## config.mk

```make
export PLATFORM = sky130hd
export DESIGN_NAME = adc_result_readout_port
export DESIGN_NICKNAME = d
export VERILOG_FILES = /design/src/shared/adc_readout_pkg.sv /design/src/rtl/sclk_high_timer.sv /design/src/rtl/adc_result_readout_port.sv
export SDC_FILE = /design/constraint.sdc
export NUM_CORES = 1
export LEC_CHECK = 0
export BUFFER_PORTS_ARGS = -buffer_cell sky130_fd_sc_hd__buf_2
export CAP_MARGIN = 10
export CORE_MARGIN = 2
export CORE_UTILIZATION = 43
export CTS_CLUSTER_SIZE = 24
export DETAILED_ROUTE_END_ITERATION = 8
export PLACE_DENSITY = 0.61
export SETUP_SLACK_MARGIN = 0.5
export SKIP_LAST_GASP = 1
export SYNTH_ARGS = -nofsm -noshare
export SYNTH_HDL_FRONTEND = slang
export SYNTH_SLANG_ARGS = --single-unit
```

## constraint.sdc

```tcl
create_clock -name clk -period 5 [get_ports clk]
set_clock_uncertainty 0.2 [all_clocks]
set_input_delay 0.5 -clock clk [delete_from_list [all_inputs] [get_ports clk]]
set_output_delay 0.5 -clock clk [all_outputs]
set_load 0.01 [all_outputs]
```

## src/shared/adc_readout_pkg.sv

```systemverilog
// Purpose: Shared constants and carrier types for the converter result readout port
// Assumes: One clock (clk) paces the modulator, filter cadence and readout
// Notes: Counts are in clk cycles; the modulator tick is clk divided down

package adc_readout_pkg;

    // Result word
    localparam int RESULT_W = 24;
    localparam int BITCNT_W = 5;
    localparam logic [BITCNT_W-1:0] BITCNT_LAST = BITCNT_W'(RESULT_W);

    // Nominal pacing: system clock to result rate
    localparam longint NOM_SYSCLK_HZ = 64'd16000000;
    localparam int MOD_DIV = 6;
    localparam int OSR = 64;
    localparam int RESULT_CLKS = MOD_DIV * OSR;
    localparam longint NOM_RESULT_HZ = NOM_SYSCLK_HZ / RESULT_CLKS;

    // Divider and oversampling counters
    localparam int DIV_W = 3;
    localparam logic [DIV_W-1:0] DIV_LAST = DIV_W'(MOD_DIV - 1);
    localparam int OSR_W = 6;
    localparam logic [OSR_W-1:0] OSR_LAST = OSR_W'(OSR - 1);

    // Filter settling
    localparam int SETTLE_W = 3;
    localparam logic [SETTLE_W-1:0] SETTLE_CONV = 3'h5;
    localparam int SETTLE_CLKS = 5 * RESULT_CLKS;
    localparam int RUN_W = 12;

    // Serial clock held-high thresholds, in clk cycles
    localparam int TIMER_W = 16;
    localparam logic [TIMER_W-1:0] SYNC_HIGH_DEF = 16'h0600;
    localparam logic [TIMER_W-1:0] PD_HIGH_DEF = 16'h0f00;

    // Readout states
    typedef enum logic [1:0] {
        RD_IDLE,
        RD_READY,
        RD_SHIFT
    } rd_state_t;

    // Status carried out of the block
    typedef struct packed {
        logic modTick;
        logic convDone;
        logic settled;
        logic modReset;
        logic powerDown;
    } status_t;

endpackage

```

## src/rtl/sclk_high_timer.sv

```systemverilog
// Purpose: Measure how long the serial clock stays high
// Assumes: sclk already synchronous to clk
// Notes: Counter saturates at the power-down threshold

`timescale 1ns/10ps

module sclk_high_timer import adc_readout_pkg::*; #(
    parameter logic [TIMER_W-1:0] SYNC_HIGH = SYNC_HIGH_DEF,
    parameter logic [TIMER_W-1:0] PD_HIGH = PD_HIGH_DEF
) (
    // Clock and reset
    input wire logic clk,
    input wire logic srst,
    // Serial clock level
    input wire logic sclk,
    // Requests
    output logic syncReq,
    output logic pdActive
);

    logic [TIMER_W-1:0] hiCnt_q;
    logic [TIMER_W-1:0] hiCnt_d;

    always_comb begin
        hiCnt_d = hiCnt_q;
        if (!sclk) begin
            hiCnt_d = '0;
        end else if (hiCnt_q != PD_HIGH) begin
            hiCnt_d = hiCnt_q + 16'h0001;
        end
    end

    always_ff @(posedge clk) begin
        if (srst) begin
            hiCnt_q <= '0;
        end else begin
            hiCnt_q <= hiCnt_d;
        end
    end

    // One pulse at the sync threshold, level once past power-down one
    assign syncReq = sclk && (hiCnt_q == SYNC_HIGH - 16'h0001);
    assign pdActive = (hiCnt_q == PD_HIGH);

endmodule

```

## src/rtl/adc_result_readout_port.sv

```systemverilog
// Purpose: Result register, data/ready pin and serial readout of a delta-sigma converter
// Assumes: sclk and filterWord synchronous to clk; filter arithmetic lives outside
// Notes: Long sclk high resets the modulator or powers down

`timescale 1ns/10ps

module adc_result_readout_port import adc_readout_pkg::*; #(
    parameter logic [TIMER_W-1:0] SYNC_HIGH = SYNC_HIGH_DEF,
    parameter logic [TIMER_W-1:0] PD_HIGH = PD_HIGH_DEF
) (
    // Clock and reset
    input wire logic clk,
    input wire logic srst,
    // Filter output
    input wire logic [RESULT_W-1:0] filterWord,
    // Serial pins
    input wire logic sclk,
    output logic dataOutReadyN,
    // Status
    output status_t status
);

    logic syncReq;
    logic pdActive;
    logic halt;
    logic modTick;
    logic convDone;
    logic settled;
    logic sclkRise;
    logic sclkFall;

    logic [DIV_W-1:0] divCnt_q, divCnt_d;
    logic [OSR_W-1:0] modCnt_q, modCnt_d;
    logic [SETTLE_W-1:0] settleCnt_q, settleCnt_d;
    logic [RESULT_W-1:0] outReg_q, outReg_d;
    logic [RESULT_W-1:0] shift_q, shift_d;
    logic [BITCNT_W-1:0] bitCnt_q, bitCnt_d;
    logic stored_q, stored_d;
    logic fresh_q, fresh_d;
    logic sclkPrev_q, sclkPrev_d;
    logic pin_q, pin_d;
    rd_state_t state_q, state_d;

    sclk_high_timer #(
        .SYNC_HIGH(SYNC_HIGH),
        .PD_HIGH(PD_HIGH)
    ) u_timer (
        .clk(clk),
        .srst(srst),
        .sclk(sclk),
        .syncReq(syncReq),
        .pdActive(pdActive)
    );

    // Modulator reset or power-down stops the whole cadence
    assign halt = syncReq || pdActive;
    assign modTick = (divCnt_q == DIV_LAST);
    assign convDone = modTick && (modCnt_q == OSR_LAST);
    assign settled = (settleCnt_q == SETTLE_CONV);
    // Edges of the serial clock, sampled every clk
    assign sclkRise = sclk && !sclkPrev_q;
    assign sclkFall = !sclk && sclkPrev_q;

    // Cadence: divider, oversampling count, settling
    always_comb begin
        divCnt_d = divCnt_q + 3'h1;
        modCnt_d = modCnt_q;
        settleCnt_d = settleCnt_q;
        if (modTick) begin
            divCnt_d = '0;
            modCnt_d = modCnt_q + 6'h01;
        end
        if (convDone && !settled) begin
            settleCnt_d = settleCnt_q + 3'h1;
        end
        if (halt) begin
            divCnt_d = '0;
            modCnt_d = '0;
            settleCnt_d = '0;
        end
    end

    always_ff @(posedge clk) begin
        if (srst) begin
            divCnt_q <= '0;
            modCnt_q <= '0;
            settleCnt_q <= '0;
        end else begin
            divCnt_q <= divCnt_d;
            modCnt_q <= modCnt_d;
            settleCnt_q <= settleCnt_d;
        end
    end

    // Output register, readout machine and pin
    always_comb begin
        outReg_d = outReg_q;
        stored_d = 1'b0;
        shift_d = shift_q;
        bitCnt_d = bitCnt_q;
        state_d = state_q;
        pin_d = pin_q;
        sclkPrev_d = sclk;
        if (convDone) begin
            outReg_d = filterWord;
            stored_d = 1'b1;
        end
        // A new store beats the clear taken at read start
        fresh_d = stored_q || (fresh_q && !(state_q == RD_READY && sclkRise));
        unique case (state_q)
            RD_IDLE: begin
                if (fresh_q) begin
                    state_d = RD_READY;
                    pin_d = 1'b0;
                end
            end
            RD_READY: begin
                pin_d = 1'b0;
                if (sclkRise) begin
                    pin_d = outReg_q[RESULT_W-1];
                    shift_d = {outReg_q[RESULT_W-2:0], 1'b0};
                    bitCnt_d = 5'h01;
                    state_d = RD_SHIFT;
                end
            end
            RD_SHIFT: begin
                if (sclkRise) begin
                    pin_d = shift_q[RESULT_W-1];
                    shift_d = {shift_q[RESULT_W-2:0], 1'b0};
                    bitCnt_d = bitCnt_q + 5'h01;
                end else if (sclkFall && bitCnt_q == BITCNT_LAST) begin
                    state_d = fresh_q ? RD_READY : RD_IDLE;
                    pin_d = !fresh_q;
                end
            end
        endcase
        if (halt) begin
            state_d = RD_IDLE;
            pin_d = 1'b1;
            fresh_d = 1'b0;
            stored_d = 1'b0;
        end
    end

    always_ff @(posedge clk) begin
        if (srst) begin
            outReg_q <= '0;
            stored_q <= 1'b0;
            fresh_q <= 1'b0;
            shift_q <= '0;
            bitCnt_q <= '0;
            state_q <= RD_IDLE;
            pin_q <= 1'b1;
            sclkPrev_q <= 1'b0;
        end else begin
            outReg_q <= outReg_d;
            stored_q <= stored_d;
            fresh_q <= fresh_d;
            shift_q <= shift_d;
            bitCnt_q <= bitCnt_d;
            state_q <= state_d;
            pin_q <= pin_d;
            sclkPrev_q <= sclkPrev_d;
        end
    end

    assign dataOutReadyN = pin_q;
    assign status.modTick = modTick;
    assign status.convDone = convDone;
    assign status.settled = settled;
    assign status.modReset = syncReq;
    assign status.powerDown = pdActive;

    // Helper counters for the checks below
    logic [RUN_W-1:0] runCnt_q, runCnt_d;
    logic [RUN_W-1:0] gapCnt_q, gapCnt_d;
    logic gapValid_q, gapValid_d;

    always_comb begin
        runCnt_d = (runCnt_q == '1) ? runCnt_q : runCnt_q + 12'h001;
        gapCnt_d = convDone ? '0 : gapCnt_q + 12'h001;
        gapValid_d = gapValid_q || convDone;
        if (halt) begin
            runCnt_d = '0;
            gapCnt_d = '0;
            gapValid_d = 1'b0;
        end
    end

    always_ff @(posedge clk) begin
        if (srst) begin
            runCnt_q <= '0;
            gapCnt_q <= '0;
            gapValid_q <= 1'b0;
        end else begin
            runCnt_q <= runCnt_d;
            gapCnt_q <= gapCnt_d;
            gapValid_q <= gapValid_d;
        end
    end

    property p_div_period;
        @(posedge clk) disable iff (srst || halt)
        modTick |=> !modTick [*5] ##1 modTick;
    endproperty
    a_div_period: assert property (p_div_period) else $error("modulator tick not every 6 clocks");

    property p_conv_period;
        @(posedge clk) disable iff (srst || halt)
        convDone && gapValid_q |-> gapCnt_q == RUN_W'(RESULT_CLKS - 1);
    endproperty
    a_conv_period: assert property (p_conv_period) else $error("result period not 384 clocks");

    property p_settle;
        @(posedge clk) disable iff (srst || halt)
        $rose(settled) |-> runCnt_q == RUN_W'(SETTLE_CLKS);
    endproperty
    a_settle: assert property (p_settle) else $error("settled flag not at 1920 clocks");

    property p_store_first;
        @(posedge clk) disable iff (srst || halt)
        convDone && state_q == RD_IDLE && !fresh_q |=>
            outReg_q == $past(filterWord) && dataOutReadyN ##2 !dataOutReadyN;
    endproperty
    a_store_first: assert property (p_store_first) else $error("pin fell before word stored");

    property p_ready_low;
        @(posedge clk) disable iff (srst)
        state_q == RD_READY |-> !dataOutReadyN;
    endproperty
    a_ready_low: assert property (p_ready_low) else $error("pin high while word waiting");

    property p_msb_first;
        @(posedge clk) disable iff (srst || halt)
        state_q == RD_READY && sclkRise |=> dataOutReadyN == $past(outReg_q[RESULT_W-1]);
    endproperty
    a_msb_first: assert property (p_msb_first) else $error("first bit is not the MSB");

    property p_shift_bit;
        @(posedge clk) disable iff (srst || halt)
        state_q == RD_SHIFT && sclkRise |=> dataOutReadyN == $past(shift_q[RESULT_W-1]);
    endproperty
    a_shift_bit: assert property (p_shift_bit) else $error("wrong bit on serial edge");

    property p_sync_reset;
        @(posedge clk) disable iff (srst)
        syncReq |=> divCnt_q == '0 && modCnt_q == '0 && state_q == RD_IDLE && dataOutReadyN;
    endproperty
    a_sync_reset: assert property (p_sync_reset) else $error("sync did not reset modulator");

    property p_power_down;
        @(posedge clk) disable iff (srst)
        pdActive ##1 pdActive |-> dataOutReadyN && !convDone && settleCnt_q == '0;
    endproperty
    a_power_down: assert property (p_power_down) else $error("activity during power-down");

endmodule

```

==> run metrics, run 1 <==
outcome complete, no violations; maximum root-to-sink buffer count 2; GP Congestion 0.787; Core ar. 8640 sq um; IO Pins 33; Leakage 1.35 nW; peak supply drop 0.148 mV; sequential element share of the synthesized area 0.455; most frequent cells in the layout dfxtp_1 (86), nand2_1 (58), nor2_1 (43), a21oi_1 (32), buf_2 (32); diodes inserted 0; unrepaired setup endpoints after global routing false; post-cts sizing count 0; max cap viols 0; Crit. End Element output pin; Setup CP Type register to output pin; P_sw 0.000274 W; DP Worst Slack 2.03 ns; Nets 484; final hold violations 0; Tmin final 3.29 ns; Reg2Reg Depth 7; post-route ant nets 0; Clock power frac 0.423; Die X 97.8 microns; worst reg2reg path endpoint settleCnt_q[2]; drt pass-1 iters 4; setup ws final 1.71 ns; initial drt markers 62; Hold Crit Start filterWord[19]; layout cell share with drive strength beyond 1 0.147; Post-CTS Hold Buffers 0; Worst setup SP type register; die height 97.8 microns; Final Non-Filler Cells 558; GRT Total Usage 0.151; Highest Signal Layer met4; dpl hpwl 4540 microns; WL met3 276 microns; Starting Density 0.438; Die ar. 9570 sq um; CP Max Fanout 27; Most used DFF post-synth dfxtp_1; PwrDens 302 nW/um^2; CTS tree built; library cells used by synthesis 48; synthesized cell area 3780 sq um; Reg2Reg Setup Slack 2.24 ns; Reg power frac 0.548; Syn Inst Count 429; via/cell ratio 5.10; critical path arrival 2.59 ns; Final period util 0.658; CTS Root Cell clkbuf_8; H-tree depth 3; CTS sink cnt 86; Mapped Nets 468; initial antenna violation count 0; clk slew on worst S/H paths 0.08 ns; area grow syn2layout 10.3%; Hold Path Sink outReg_q[19]; commonest non-fill, non-tap cell in the layout dfxtp_1; synth warn 0; worst skew pair latency 0.35 ns; Post-CTS Setup Bufs 0; hold path depth 3; Slew Limit Fails 0; DRT Wirelength 6850 microns; Seq cells post-synth 86; Setup Viol. Count Final 0; internal power 0.000988 W; vias in the first global route 2,626; placed instance count 542; Hold Path Class primary input to register; largest net degree at the start of global routing 51; Post-synth EDFFs 0; max_slew headroom 0.384; met2 WL 3100 microns; Switching Fraction 0.217; Port Buffers 32; overflow left after global routing 0; Worst-Margin Slew 0.924 ns; mean post-synth cell area 8.82 sq um; DRC Markers 0; DR WL/cell 12.3 microns; f_max 304 MHz; FF-to-FF Start divCnt_q[1]; # rows 34; Setup Total Neg Slack 0 ns; Async SR Flop Fraction 0; CTS Buf Count 9; Required @ worst endpoint 4.30 ns; via count 2,845; first-pass GRT wire length 11,900 microns; wire length on met1 3400 microns; combinational share of power 0.029
==> cell usage after synthesis, types with 2 or more instances <==
cell | number | area (sq um)
or4_4 | 2 | 22.5
nor2b_1 | 3 | 18.8
nand4_1 | 5 | 31.3
nor2_2 | 9 | 56.3
clkbuf_1 | 21 | 78.8
nand3_1 | 9 | 45.0
or2_2 | 3 | 18.8
nand3b_1 | 3 | 22.5
a211oi_1 | 24 | 180
ha_1 | 12 | 150
mux2i_1 | 23 | 230
or3_1 | 6 | 37.5
o21ai_0 | 7 | 35.0
nor4_1 | 5 | 31.3
a21oi_1 | 32 | 160
nor2_1 | 44 | 165
dfxtp_1 | 86 | 1720
a221oi_1 | 2 | 17.5
xor2_1 | 6 | 52.6
and2_1 | 2 | 12.5
nor3_1 | 9 | 45.0
nand2_1 | 58 | 218
a21o_1 | 2 | 15.0
inv_1 | 14 | 52.6
buf_1 | 2 | 7.51
xnor2_1 | 14 | 123
buf_4 | 5 | 37.5
==> cell type report <==
type | count | area (sq um)
fillers | 844 | 4460
multi-input cells | 299 | 1860
flip-flops and latches | 86 | 1720
repair buffers | 34 | 175
well taps | 108 | 135
clock buffers | 10 | 128
clock inverters | 6 | 93.8
inverters | 15 | 56.3
==> sequential cells by signal, summed over array words and instances (netlist names) <==
register,count
bitCnt_q,5
dataOutReadyN,1
divCnt_q,3
fresh_q,1
modCnt_q,6
outReg_q,24
sclkPrev_q,1
settleCnt_q,3
shift_q,23
state_q,2
stored_q,1
u_timer.hiCnt_q,16
==> power by group through the flow <==
stage	clock [W]	sequential, W	combinational [W]
after CTS	0.000554	0.000691	0.0000375
final	0.000534	0.000691	0.0000369
after detailed placement	0	0.000708	0.0000374
after global routing	0.000577	0.000692	0.0000414
after floorplan	0	0.000707	0.0000236
after global placement	0	0.000707	0.0000371
==> worst max-delay path by stage <==
stage                 from         to  slack (ns)  depth (start not counted)
2_1_floorplan  modCnt_q[0]  status[3]        2.64                          7
3_3_place_gp   divCnt_q[1]  status[3]        2.09                          6
3_5_place_dp   modCnt_q[0]  status[3]        2.03                          5
4_1_cts        divCnt_q[1]  status[3]        1.64                          6
5_1_grt        divCnt_q[1]  status[3]        1.40                          6
6_report       divCnt_q[1]  status[3]        1.71                          6
==> logic make-up (layout without fill, tap and decap cells) <==
logic type | after synthesis | count (layout) | share of synthesized area
DFF | 86 | 86 | 0.455
muxes | 23 | 23 | 0.0608
buffers and inverters | 44 | 65 | 0.0529
AOI/OAI and AO/OA | 75 | 75 | 0.129
and+or+nand+nor | 169 | 169 | 0.216
xor gates and xnor gates | 20 | 20 | 0.0463
adders and majority gates | 12 | 12 | 0.0397
==> metrics by stage <==
step	total power, W	hold WS [ns]	instance area [sq um]	utilization
after floorplan	0.000730	0.214	3780	-
after global placement	0.000744	0.218	3950	0.458
after detailed placement	0.000745	0.223	3950	0.458
after CTS	0.00128	0.150	4170	0.483
after global routing	0.00131	0.173	4170	0.483
final	0.00126	0.173	4170	0.483
==> critical path, stage by stage (launching register included) <==
cell	delay, ns
dfxtp_1	0.34
inv_1	0.05
ha_1	0.19
nand3_1	0.12
or2_2	0.47
clkinv_1	0.70
buf_2	0.36
==> layer usage <==
metal,vias up,track usage
met5,-,0
met2,48,0.238
li1,1502,-
met4,0,0.0502
met3,6,0.0444
met1,1289,0.199
No activity file was read; power rests on OpenSTA's default activity.
==> run 2, diff against run 1 <==
Settings changed: ABC_AREA set to 1, PLACE_DENSITY 0.61 to 0.63.
Clock period 5 ns to 3 ns, I/O delays scaled along.
==> run metrics, run 2 <==
Required @ worst endpoint 2.50 ns; Filler Cells Inserted 916; synth top area cells dfxtp_1 (43%), nand2_1 (11%), nor2_1 (9.6%), inv_1 (4.8%), o21ai_0 (4.8%); unrepaired setup endpoints after global routing false; Setup CP Type register to output pin; Seq cells post-synth 86; DRC Markers 0; DRT Wirelength 7690 microns; CTS Root Cell clkbuf_8; P_sw 0.000499 W; Post-CTS Setup Bufs 0; final hold violations 0; IO Pins 33; Die X 100 microns; synthesized cell area 4000 sq um; most frequent cells in the layout nand2_1 (121), nor2_1 (102), dfxtp_1 (86), inv_1 (51), o21ai_0 (38); Leakage 1.83 nW; via/cell ratio 4.78; post-route ant nets 0; GP Congestion 0.817; dpl hpwl 5160 microns; via count 3,394; worst skew pair latency 0.36 ns; post-synthesis mux area share 0; Async SR Flop Fraction 0; overflow left after global routing 0; Synth Area in Compound Gates 0.127; synth warn 0; placed instance area 4140 sq um; diodes inserted 0; Post-synth top cells nand2_1 (121), nor2_1 (102), dfxtp_1 (86), inv_1 (51), o21ai_0 (38); main combinational cell family by area after synthesis simple AND/OR/NAND/NOR gates; Syn Inst Count 551; count leader, synth nand2_1; f_max 430 MHz; commonest non-fill, non-tap cell in the layout nand2_1; library cells used by synthesis 32; # rows 35; Most used DFF post-synth dfxtp_1; Crit. End Element output pin; Clock power frac 0.387; first-pass GRT wire length 13,800 microns; largest registers outReg_q x24, shift_q x23, u_timer.hiCnt_q x16; post-cts sizing count 0; CTS sink cnt 86; internal power 0.00153 W; Setup Total Neg Slack 0 ns; placed instance count 672; Most flops, register outReg_q; Post-synth EDFFs 0; CTS tree built; max_slew headroom 0.694; DR WL/cell 10.8 microns; area grow syn2layout 14.0%; Final period util 0.776; CTS Buf Count 9; clk slew on worst S/H paths 0.08 ns; worst hold slack 0.0205 ns; outcome complete, no violations; critical path arrival 1.83 ns; maximum root-to-sink buffer count 2; PwrDens 446 nW/um^2; largest net degree at the start of global routing 49; Core ar. 9110 sq um; sequential element share of the synthesized area 0.431; Final Non-Filler Cells 710; max reg flops 24; layout cell share with drive strength beyond 1 0.122; die height 100 microns; initial drt markers 146; Switching Fraction 0.245; drt pass-1 iters 5; Die ar. 10,100 sq um; Simple-Gate Fraction of Synth Area 0.282; Hold Path Class primary input to register; Starting Density 0.439; Worst-Margin Slew 0.458 ns; CP Max Fanout 26; share of the synthesized area in the top cell type 0.431; Worst setup SP type register; vias in the first global route 3,175; GRT Total Usage 0.168; initial antenna violation count 0; Setup Viol. Count Final 0; mean post-synth cell area 7.25 sq um; adder-cell share of the synthesized area 0.0376; Tmin final 2.33 ns; H-tree depth 3; final instance area 4550 sq um; Slew Limit Fails 0; post-synth top area cell dfxtp_1; Port Buffers 32; peak supply drop 0.294 mV; XOR/XNOR Fraction of Synth Area 0.0219; Mapped Nets 590; combinational share of power 0.046; Nets 633; Reg power frac 0.567; max cap viols 0
[run 2: cell types whose count changed in the layout (fill, tap and decap cells not counted), sizes merged, moves of 5 or more]
| cell | before | now |
|---|---|---|
| a211oi | 24 | 1 |
| a21oi | 33 | 15 |
| a31oi | 0 | 22 |
| dlygate4sd3 | 0 | 22 |
| inv | 16 | 60 |
| mux2i | 23 | 0 |
| nand2 | 58 | 126 |
| nand3 | 9 | 22 |
| nor2 | 53 | 108 |
| nor3 | 9 | 4 |
| nor4 | 5 | 0 |
| o21ai | 7 | 57 |
| or3 | 6 | 0 |
| xnor2 | 14 | 4 |
[run 2: metrics by stage]
stage	setup slack, ns	util	total power, W
after floorplan	1.32	-	0.00122
after global placement	1.11	0.455	0.00125
after detailed placement	1.03	0.455	0.00125
after CTS	0.620	0.500	0.00206
after global routing	0.511	0.500	0.00211
final	0.673	0.500	0.00203
[run 2: kinds of logic after synthesis]
family | count (synthesis)
fa+ha+maj | 12
xor+xnor | 10
compound gates | 95
flops | 86
buf+inv | 82
simple gates | 266
[run 2: path summary, 6_finish.rpt]
check	startpoint	cells after the start	slack, ns	to
worst min-delay path	filterWord[4]	3	0.02	outReg_q[4]
worst max register to register	state_q[0]	8	1.16	shift_q[5]
worst max-delay path	divCnt_q[0]	6	0.67	status[3]
worst min register to register	stored_q	2	0.26	fresh_q
[run 2: power by group through the flow]
stage	Combinational [W]	Clock (W)	Sequential (W)
2_1_floorplan	0.0000448	0	0.00118
3_3_place_gp	0.0000707	0	0.00118
3_5_place_dp	0.0000724	0	0.00118
4_1_cts	0.0000940	0.000812	0.00115
5_1_grt	0.000105	0.000855	0.00115
6_report	0.0000932	0.000785	0.00115
[run 2: layout make-up]
class | instances | area [sq um] | area share
Multi-Input combinational cell | 383 | 1880 | 0.412
Sequential cell | 86 | 1720 | 0.378
Timing Repair Buffer | 56 | 395 | 0.0868
Inverter | 58 | 230 | 0.0506
Tap cell | 111 | 139 | 0.0305
Clock buffer | 10 | 138 | 0.0302
Clock inverter | 6 | 53.8 | 0.0118
[run 2: worst max-delay path, stage by stage (launching register included)]
cell and delay (ns):
dfxtp_1 0.39, ha_1 0.21, nand3_2 0.11, nor2_4 0.19, nand2_4 0.19, clkinv_4 0.22, buf_2 0.16
[run 2: what timing repair did]
action                                 CTS  global route
endpoints found under the hold margin   24             0
setup endpoints to repair                0             0
hold buffers                            22             0
[run 2: metal layers]
metal | GRT usage | wire (microns) | vias to the layer above
met1 | 0.205 | 3730 | 1478
met3 | 0.0376 | 302 | 10
met5 | 0 | 0 | -
met2 | 0.294 | 3570 | 63
met4 | 0.0527 | 92 | 0
li1 | - | - | 1843
